<file path="src/hdl/hotplug_params.svh">
`ifndef HOTPLUG_PARAMS_SVH
`define HOTPLUG_PARAMS_SVH
`define DET_NONE 4'h0
`define DET_PRESENT 4'h1
`define DET_ESTABLISHED 4'h3
`define SLOT_COUNT 32
`endif

</file>
<file path="src/hdl/hotplug_pkg.sv">
package hotplug_pkg;
  typedef enum logic [1:0] {
    LINK_IDLE = 2'b00,
    LINK_RESET_SENT = 2'b01,
    LINK_NEGOTIATE = 2'b10,
    LINK_UP = 2'b11
  } link_state_t;
  typedef enum logic [1:0] {
    ENG_STOPPED = 2'b00,
    ENG_RUNNING = 2'b01,
    ENG_FATAL = 2'b10
  } engine_state_t;
endpackage : hotplug_pkg

</file>
<file path="src/hdl/sata_port_hotplug_recovery.sv">
`timescale 1ns/1ps
`include "hotplug_params.svh"
module sata_port_hotplug_recovery
  import hotplug_pkg::*;
#(
  parameter int SLOTS = `SLOT_COUNT
) (
  // Clock and reset.
  input wire logic clk,
  input wire logic reset,
  // Out-of-band link events from the PHY, one-cycle pulses in the clk domain, except the link up pin, an asynchronous level.
  input wire logic cominitRx,
  input wire logic negotiationDone,
  input wire logic phyLinkUpPin,
  output logic comresetTx,
  output logic startNegotiation,
  output logic wakeLink,
  // Link power state and wake events.
  input wire logic linkLowPower,
  input wire logic powerMgmtEvent,
  // Board presence pins.
  input wire logic coldPresencePin,
  input wire logic mechSwitchPin,
  // Software controls.
  input wire logic port_start,
  input wire logic softwareComreset,
  input wire logic diagExchangedClear,
  input wire logic diagPhyChangeClear,
  input wire logic coldPresenceClear,
  input wire logic mechSwitchClear,
  input wire logic fatalClear,
  input wire logic cold_presence_irq_enable,
  input wire logic global_irq_enable,
  input wire logic fatalEvent,
  input wire logic [SLOTS-1:0] issueSet,
  input wire logic [SLOTS-1:0] activeSet,
  input wire logic [SLOTS-1:0] slotDone,
  // Status toward software.
  output logic [3:0] link_detect_state,
  output logic diag_exchanged_flag,
  output logic diag_phy_change_flag,
  output logic port_connect_change_flag,
  output logic phy_ready_change_flag,
  output logic cold_presence_change_flag,
  output logic cold_presence_state,
  output logic mech_switch_change_flag,
  output logic interface_fatal_flag,
  output logic list_running,
  output logic [SLOTS-1:0] command_issue_vector,
  output logic [SLOTS-1:0] queued_active_vector,
  output logic [$clog2(SLOTS)-1:0] current_slot,
  output logic transferEnable,
  output logic irqRequest
);

  // The slot index and the vectors are sized for at most thirty-two slots.
  if (SLOTS < 2 || SLOTS > 32) begin : g_slots_check
    $error("SLOTS must lie between 2 and 32");
  end

  // Pin synchronisers: three stages, a change counts once stages two and three agree.
  // Only stage two reads stage one, because stage one may still be settling.
  logic [2:0] phySync;
  logic [2:0] coldSync;
  logic [2:0] mechSync;
  logic phyLinkUp;
  logic phyStable;
  logic coldStable;
  logic mechStable;

  always_ff @(posedge clk) begin
    if (reset) begin
      phySync <= 3'h0;
      coldSync <= 3'h0;
      mechSync <= 3'h0;
    end else begin
      phySync <= {phySync[1:0], phyLinkUpPin};
      coldSync <= {coldSync[1:0], coldPresencePin};
      mechSync <= {mechSync[1:0], mechSwitchPin};
    end
  end

  always_ff @(posedge clk) begin
    if (reset) begin
      phyStable <= 1'b0;
      coldStable <= 1'b0;
      mechStable <= 1'b0;
    end else begin
      if (phySync[1] == phySync[2]) phyStable <= phySync[2];
      if (coldSync[1] == coldSync[2]) coldStable <= coldSync[2];
      if (mechSync[1] == mechSync[2]) mechStable <= mechSync[2];
    end
  end

  assign phyLinkUp = phyStable;
  // Edge detectors reset low, the idle level of the pins, so reset makes no false edge.
  logic phyPrev;
  logic coldPrev;
  logic phyChange;
  logic phyFall;
  logic coldChange;

  always_ff @(posedge clk) begin
    if (reset) begin
      phyPrev <= 1'b0;
      coldPrev <= 1'b0;
    end else begin
      phyPrev <= phyStable;
      coldPrev <= coldStable;
    end
  end

  assign phyChange = phyPrev != phyStable;
  assign phyFall = phyPrev && !phyStable;
  assign coldChange = coldPrev != coldStable;
  assign cold_presence_state = coldStable;

  // Link state: tracks whether a COMINIT was solicited by our own COMRESET.
  link_state_t linkState;
  logic unsolicited;
  logic sendReset;

  // A COMINIT is solicited only while a COMRESET of ours is awaiting its answer.
  assign unsolicited = cominitRx && (linkState != LINK_RESET_SENT);
  assign sendReset = unsolicited || softwareComreset;

  always_ff @(posedge clk) begin
    if (reset) begin
      linkState <= LINK_IDLE;
    end else begin
      case (linkState)
        LINK_IDLE: begin
          if (sendReset) linkState <= LINK_RESET_SENT;
        end
        LINK_RESET_SENT: begin
          // A second COMRESET restarts the wait for the answer of the device.
          if (softwareComreset) linkState <= LINK_RESET_SENT;
          else if (cominitRx) linkState <= LINK_NEGOTIATE;
        end
        LINK_NEGOTIATE: begin
          if (sendReset) linkState <= LINK_RESET_SENT;
          else if (negotiationDone && phyLinkUp) linkState <= LINK_UP;
        end
        LINK_UP: begin
          if (sendReset) linkState <= LINK_RESET_SENT;
          else if (phyFall) linkState <= LINK_IDLE;
        end
        default: linkState <= LINK_IDLE;
      endcase
    end
  end

  always_ff @(posedge clk) begin
    if (reset) begin
      comresetTx <= 1'b0;
      startNegotiation <= 1'b0;
      wakeLink <= 1'b0;
    end else begin
      comresetTx <= sendReset;
      startNegotiation <= cominitRx && (linkState == LINK_RESET_SENT) && !softwareComreset;
      // A wake is only asked for while the link sits in partial or slumber.
      wakeLink <= powerMgmtEvent && linkLowPower;
    end
  end

  // Link detect state; a reset sent this cycle outranks a COMINIT seen with it.
  always_ff @(posedge clk) begin
    if (reset) begin
      link_detect_state <= `DET_NONE;
    end else if (sendReset) begin
      link_detect_state <= `DET_NONE;
    end else if (cominitRx) begin
      link_detect_state <= `DET_PRESENT;
    end else if (linkState == LINK_NEGOTIATE && negotiationDone && phyLinkUp) begin
      link_detect_state <= `DET_ESTABLISHED;
    end else if (phyFall) begin
      link_detect_state <= `DET_PRESENT;
    end
  end

  // Sticky flags: a set in the same cycle as a clear wins.
  always_ff @(posedge clk) begin
    if (reset) begin
      diag_exchanged_flag <= 1'b0;
      diag_phy_change_flag <= 1'b0;
      cold_presence_change_flag <= 1'b0;
      mech_switch_change_flag <= 1'b0;
      interface_fatal_flag <= 1'b0;
    end else begin
      diag_exchanged_flag <= cominitRx || (diag_exchanged_flag && !diagExchangedClear);
      diag_phy_change_flag <= phyChange || (diag_phy_change_flag && !diagPhyChangeClear);
      cold_presence_change_flag <= coldChange ||
        (cold_presence_change_flag && !coldPresenceClear);
      // The mechanical flag follows the level, so it keeps setting while the line is high.
      mech_switch_change_flag <= mechStable ||
        (mech_switch_change_flag && !mechSwitchClear);
      interface_fatal_flag <= fatalEvent || (interface_fatal_flag && !fatalClear);
    end
  end

  // The change flags carry no storage of their own, so they clear with the diagnostic bits.
  assign port_connect_change_flag = diag_exchanged_flag;
  assign phy_ready_change_flag = diag_phy_change_flag;
  // The interrupt is a level that drops once the flag or an enable is cleared.
  assign irqRequest = cold_presence_change_flag && cold_presence_irq_enable &&
    global_irq_enable;

  // Command engine.
  engine_state_t engState;
  logic haltRequest;
  // Every COMINIT sets the connect change flag, so the engine stops on the COMINIT itself.
  assign haltRequest = port_connect_change_flag || cominitRx;

  always_ff @(posedge clk) begin
    if (reset) begin
      engState <= ENG_STOPPED;
    end else begin
      case (engState)
        ENG_STOPPED: begin
          if (port_start && fatalEvent) begin
            engState <= ENG_FATAL;
          end else if (port_start && !haltRequest && !interface_fatal_flag) begin
            engState <= ENG_RUNNING;
          end
        end
        ENG_RUNNING: begin
          // A fatal event outranks a halt, so the restart still needs port start toggled.
          if (!port_start) engState <= ENG_STOPPED;
          else if (fatalEvent) engState <= ENG_FATAL;
          else if (haltRequest) engState <= ENG_STOPPED;
        end
        ENG_FATAL: begin
          if (!port_start) engState <= ENG_STOPPED;
        end
        default: engState <= ENG_STOPPED;
      endcase
    end
  end

  // A halted port stays stopped while its flags stand; a fatal stop also needs start toggled.
  assign list_running = engState == ENG_RUNNING;
  assign transferEnable = list_running && !haltRequest;

  // Vectors reset on port start low; a connect change halt leaves them readable.
  // A slot completed and issued in one cycle stays issued, so no new issue is lost.
  always_ff @(posedge clk) begin
    if (reset) begin
      command_issue_vector <= '0;
      queued_active_vector <= '0;
    end else if (!port_start) begin
      command_issue_vector <= '0;
      queued_active_vector <= '0;
    end else begin
      command_issue_vector <= (command_issue_vector & ~slotDone) | issueSet;
      queued_active_vector <= (queued_active_vector & ~slotDone) | activeSet;
    end
  end

  // Current slot advances to the lowest outstanding slot while running.
  // Slot zero shows until a command is seen, so read it together with the issue vector.
  logic [$clog2(SLOTS)-1:0] nextSlot;
  always_comb begin
    nextSlot = current_slot;
    for (int i = SLOTS - 1; i >= 0; i--) begin
      if (command_issue_vector[i]) nextSlot = i[$clog2(SLOTS)-1:0];
    end
  end

  always_ff @(posedge clk) begin
    if (reset) begin
      current_slot <= '0;
    end else if (transferEnable) begin
      current_slot <= nextSlot;
    end
  end

endmodule : sata_port_hotplug_recovery

</file>
<file path="config.mk">
export PLATFORM = sky130hd
export DESIGN_NAME = sata_port_hotplug_recovery
export DESIGN_NICKNAME = d
export VERILOG_FILES = /design/src/hdl/hotplug_pkg.sv /design/src/hdl/sata_port_hotplug_recovery.sv
export VERILOG_INCLUDE_DIRS = /design/src /design/src/hdl
export SDC_FILE = /design/constraint.sdc
export NUM_CORES = 1
export LEC_CHECK = 0
export ABC_AREA = 1
export BUFFER_PORTS_ARGS = -buffer_cell sky130_fd_sc_hd__clkbuf_2
export CAP_MARGIN = 20
export CORE_ASPECT_RATIO = 1.1
export CORE_MARGIN = 2
export CORE_UTILIZATION = 40
export CTS_BUF_LIST = sky130_fd_sc_hd__clkbuf_4
export CTS_CLUSTER_DIAMETER = 120
export DETAILED_ROUTE_END_ITERATION = 7
export PLACE_DENSITY = 0.85
export RECOVER_POWER = 25
export SLEW_MARGIN = 5
export SYNTH_ARGS = -nofsm -noshare
export SYNTH_HDL_FRONTEND = slang
export SYNTH_SLANG_ARGS = --single-unit
</file>
<file path="constraint.sdc">
create_clock -name clk -period 2.55 [get_ports clk]
set_clock_uncertainty 0.2 [all_clocks]
set_input_delay 0.6375 -clock clk [delete_from_list [all_inputs] [get_ports clk]]
set_output_delay 0.6375 -clock clk [all_outputs]
set_load 0.005 [all_outputs]
</file>
After elaboration in Yosys (flattened, before gate mapping)

Index checks and enable logic that the tools add are counted.

Eq/ne operators: 18
Multiplexer cells: 50
Bitwise operators: 6
Reduce and logical (&&, ||, !) cells: 46

Operator list:

| kind                 | count |
|---|---|
| $mux W5              | 32 |
| $and A32 B32 Y32     | 2 |
| $or A32 B32 Y32      | 2 |
| $not A32 Y32         | 1 |
| $reduce_bool A32 Y1  | 1 |
| $mux W2              | 15 |
| $logic_and A1 B1 Y1  | 19 |
| $ne A3 B3 Y1 const B | 4 |
| $logic_not A1 Y1     | 9 |
| $pmux W2 S4          | 1 |
| $logic_or A1 B1 Y1   | 7 |
| $eq A2 B2 Y1 const B | 3 |
| $pmux W2 S3          | 1 |
| $eq A2 B1 Y1 const B | 2 |
| $logic_not A2 Y1     | 2 |
| $ne A2 B2 Y1 const B | 2 |
| $ne A4 B3 Y1 const B | 1 |
| $reduce_and A4 Y1    | 1 |
| $reduce_or A2 Y1     | 2 |
| $eq A1 B1 Y1         | 3 |
| $reduce_and A3 Y1    | 1 |
| $reduce_bool A3 Y1   | 1 |
| $reduce_or A3 Y1     | 1 |
| $ne A1 B1 Y1         | 2 |
| other kinds (5)      | 5 |

Bits in registers: 97
Input bits: 115
Output and inout port bits: 87
Word-level logic and storage cells: 143

Longest topological paths before layout

Word-level depth: 32
Gate-level depth with buffers: 32
Mapped depth without buffers: 32

Worst setup path after synthesis

Ideal clock, no wire load.

Path type: reg2reg
Start point: register command_issue_vector[29]
End point: register current_slot[0]
Library setup time: 67 ps
Data arrival time: 1,749 ps
Data required time: 2,283 ps
Slack: 534 ps
Cell stages (with the launch flop): 33
Buffers on the path: 0
Clock period less this slack: 2,016 ps
Cell sequence: dfxtp_1 -> inv_2 -> nand2_1 -> nand2_1 -> nand2_1 -> nand2_1 -> nand2_1 -> nand2_1 -> nand2_1 -> nand2_1 -> nand2_1 -> nand2_1 -> nand2_1 -> nand2_1 -> nand2_1 -> nand2_1 -> nand2_1 -> nand2_1 -> nand2_1 -> nand2_1 -> nand2_1 -> nand2_1 -> nand2_1 -> nand2_1 -> nand2_1 -> nand2_1 -> nand2_1 -> nand2_1 -> nand2_1 -> nand2_1 -> nand2_1 -> nand2_1 -> a21oi_2

Cells in the longest elaborated chain, start to end: 30
Elaborated cells on any way between the ends: 32
Classes of those cells: 30 x mux; 2 x reduce/logical

RTL lines:

| item                     | line                              | RTL |
|---|---|---|
| start: declaration       | sata_port_hotplug_recovery.sv:49  | `output logic [SLOTS-1:0] command_issue_vector,` |
| start signal: assignment | sata_port_hotplug_recovery.sv:254 | `command_issue_vector <= (command_issue_vector & ~slotDone) \| issueSet;` |
| $mux W5 (30 in a row)    | sata_port_hotplug_recovery.sv:265 | `if (command_issue_vector[i]) nextSlot = i[$clog2(SLOTS)-1:0];` |
| end signal: assignment   | sata_port_hotplug_recovery.sv:273 | `current_slot <= nextSlot;` |
| end: declaration         | sata_port_hotplug_recovery.sv:51  | `output logic [$clog2(SLOTS)-1:0] current_slot,` |

Several ways; a longest one is shown, not always the timed one.
A chain may end at the register's enable or synchronous reset.

Worst setup path after layout

Start point: register engState[0]
End point: output port transferEnable

Cells in the longest elaborated chain, start to end: 2

RTL lines:

| item                     | line                              | RTL |
|---|---|---|
| start: declaration       | sata_port_hotplug_recovery.sv:209 | `engine_state_t engState;` |
| start signal: assignment | sata_port_hotplug_recovery.sv:216 | `engState <= ENG_STOPPED;` |
| start signal: assignment | sata_port_hotplug_recovery.sv:221 | `engState <= ENG_FATAL;` |
| start signal: assignment | sata_port_hotplug_recovery.sv:223 | `engState <= ENG_RUNNING;` |
| $eq A2 B1 Y1             | sata_port_hotplug_recovery.sv:241 | `assign list_running = engState == ENG_RUNNING;` |
| $logic_and A1 B1 Y1      | sata_port_hotplug_recovery.sv:242 | `assign transferEnable = list_running && !haltRequest;` |
| end: declaration         | sata_port_hotplug_recovery.sv:52  | `output logic transferEnable,` |

Every way passes these cells.

==> run summary <==
status: finished clean
dpl ws: 345.4 ps
Layout Nets: 808
final hold violations: 0
Final Non-Filler Cells: 811
drt wl/cell: 11.17 µm
CTS tree: done
most frequent cells in the layout: clkbuf_2 (198), nor2_1 (117), dfxtp_1 (95)
DR vias: 3639
Hold Crit Class: in -> reg
Sink Count: 97
detailed-route DRC error count: 0
endpoints failing setup: 0
mapped cell area: 3656 µm²
Ports: 202
post-synthesis register bit count: 97
pin count of the biggest net entering global routing: 35
post-layout min period: 2200 ps
residual antenna-violating net count after detailed routing: 0
initial antenna violation count: 0
Startpoint Class: flop
CTS Hold Bufs: 0
clk slew on worst S/H paths: 150 ps
die span in y: 104.3 µm
WS Path Type: reg -> out
wire length of the first global-routing pass: 14.63 mm
Clock Tree Root: clkbuf_4
CP endpoint kind: primary output
Max Freq: 454.6 MHz
register area share after synthesis: 53.11%
P_int: 2182 µW
Die X: 95.16 µm
ys async rst share: 0%
routability congestion estimate: 0.8818
die area: 9922 µm²
1st-iter DRT viols: 111
YS warnings: 0
Leak: 0.002657 µW
Post-synth EDFFs: 0
grt ovf: 0
fill count: 877
critical path arrival: 1360 ps
vias in the first global route: 3371
syn_area_per_cell: 7.446 µm²
Seq pwr share: 55.5%
Least-Margin Pin Slew: 1412 ps
placed insts: 795
Mapped Cells: 491
port bufs: 199
critical path data required time: 1710 ps
PD cells: 596.6 nW/µm²
worst-skew pair later-pin latency: 440 ps
DP HPWL: 7.326 mm
Layout Area Growth over Synthesis: 34.46%
setup tns final: 0 ps
CP Max Fanout: 4
relative slew slack: 5.877%
combinational share of power: 13.3%
Sw Ratio: 25.62%
commonest non-fill, non-tap cell in the layout: clkbuf_2
GRT Util Overall: 18.70%
core area: 8874 µm²
WL final: 9.061 mm
Max Slew Vio Count: 0
ratio of cells with drive above 1 in the final layout: 32.71%
Max Cap Viol: 0
number of core rows: 36
Antenna diodes: 0
initial core utilization: 41.20%
VDD IR max: 0.2879 mV
unique cell type count in the Yosys netlist: 28
Psw: 751.6 µW
worst-case clock buffer depth: 2
TritonRoute pass-1 iters: 4
H-tree level count: 3
clock network fraction of total power: 31.1%
TritonCTS buffer count: 9
top_reg_cell synth: dfxtp_1
Avg Vias per Cell: 4.487
Final period util: 86.25%
setup ws final: 350.5 ps
RSZ-0062 raised after global routing: false
[synth_stat cells, types with 2 or more instances]
master,count,share of area [%]
dfxtp_1,97,53
o21ai_0,5,0.68
nor4_1,2,0.34
nand4_1,2,0.34
a221oi_1,2,0.48
a21oi_1,76,10
nor2_1,117,12
nand3_1,6,0.82
nand2_1,66,6.8
clkinv_1,2,0.21
a211oi_1,3,0.62
nor3_1,3,0.41
bufinv_8,3,1.4
inv_1,77,7.9
inv_2,7,0.72
clkbuf_1,8,0.82
buf_4,4,0.82
[worst paths after layout]
check / slack [ps] / start / to / cells past startpoint
setup / recovery: 350 / engState[0] / transferEnable / 5
hold / removal: 170 / phyLinkUpPin / phySync[0] / 3
setup reg to reg: 390 / command_issue_vector[28] / current_slot[0] / 31
hold reg to reg: 210 / coldSync[0] / coldSync[1] / 2
[what timing repair did]
| action | in CTS | in global routing |
|---|---|---|
| resized for setup | 0 | 2 |
| setup buffers | 0 | 0 |
| endpoints found under the setup margin | 0 | 1 |
[state kept, by name (all words and copies together) (netlist names), 2 cells and up]
signal	cells
mechSync	3
engState	2
command_issue_vector	32
linkState	2
queued_active_vector	32
current_slot	5
link_detect_state	2
coldSync	3
phySync	3
[metrics by stage]
stage / power, µW / hold slack [ps] / utilization (%) / cell area, µm²
after floorplan: 1866 / 188.3 / - / 3660
after global placement: 2051 / 189.8 / 53.64 / 4760
after detailed placement: 2058 / 196.4 / 53.64 / 4760
after CTS: 2974 / 146.6 / 55.50 / 4925
after global routing: 3107 / 120.4 / 55.40 / 4916
final: 2933 / 167.5 / 55.40 / 4916
[routing by layer]
layer	share of wire [%]	wire length (µm)	vias to the layer above	track usage [%]
met3	8.1	733	13	5.217
met5	0	0	-	0
met4	1.9	170	0	7.350
met2	50	4524	131	32.65
li1	-	-	1915	-
met1	40	3632	1580	21.09
[final cells by class]
class	instances	area [µm²]	share of cell area, %
clock buffer	10	75.07	1.527
clock inverter	6	90.09	1.833
inverter	89	375.4	7.636
multi-input combinational	293	1279	26.01
sequential	97	1944	39.55
tap	114	142.6	2.902
timing repair buffer	202	1010	20.54
[critical path: stages, from the launching register on]
cell and delay [ps]:
dfxtp_1 360, inv_1 80, nor2_1 160, nand2_1 120, clkinv_1 90, clkbuf_2 120
[power by group through the flow]
stage          clock network [µW]  logic [µW]  registers [µW]
6_report                      913         391            1630
5_1_grt                      1010         456            1640
4_1_cts                       947         398            1630
3_5_place_dp                    0         396            1660
3_3_place_gp                    0         390            1660
2_1_floorplan                   0         207            1660
[kinds of logic (layout without fill, tap and decap cells)]
family                     count (synthesis)  count (layout)  synth area share (%)
buffers and inverters                    102             307                 12.01
adders and majority gates                  1               1                0.3422
DFF                                       97              97                 53.11
AOI/OAI and AO/OA                         91              91                 13.21
other                                      1               2                0.1026
and+or+nand+nor                          199             199                 21.22
Note: power is estimated with default switching activity, not from simulation.
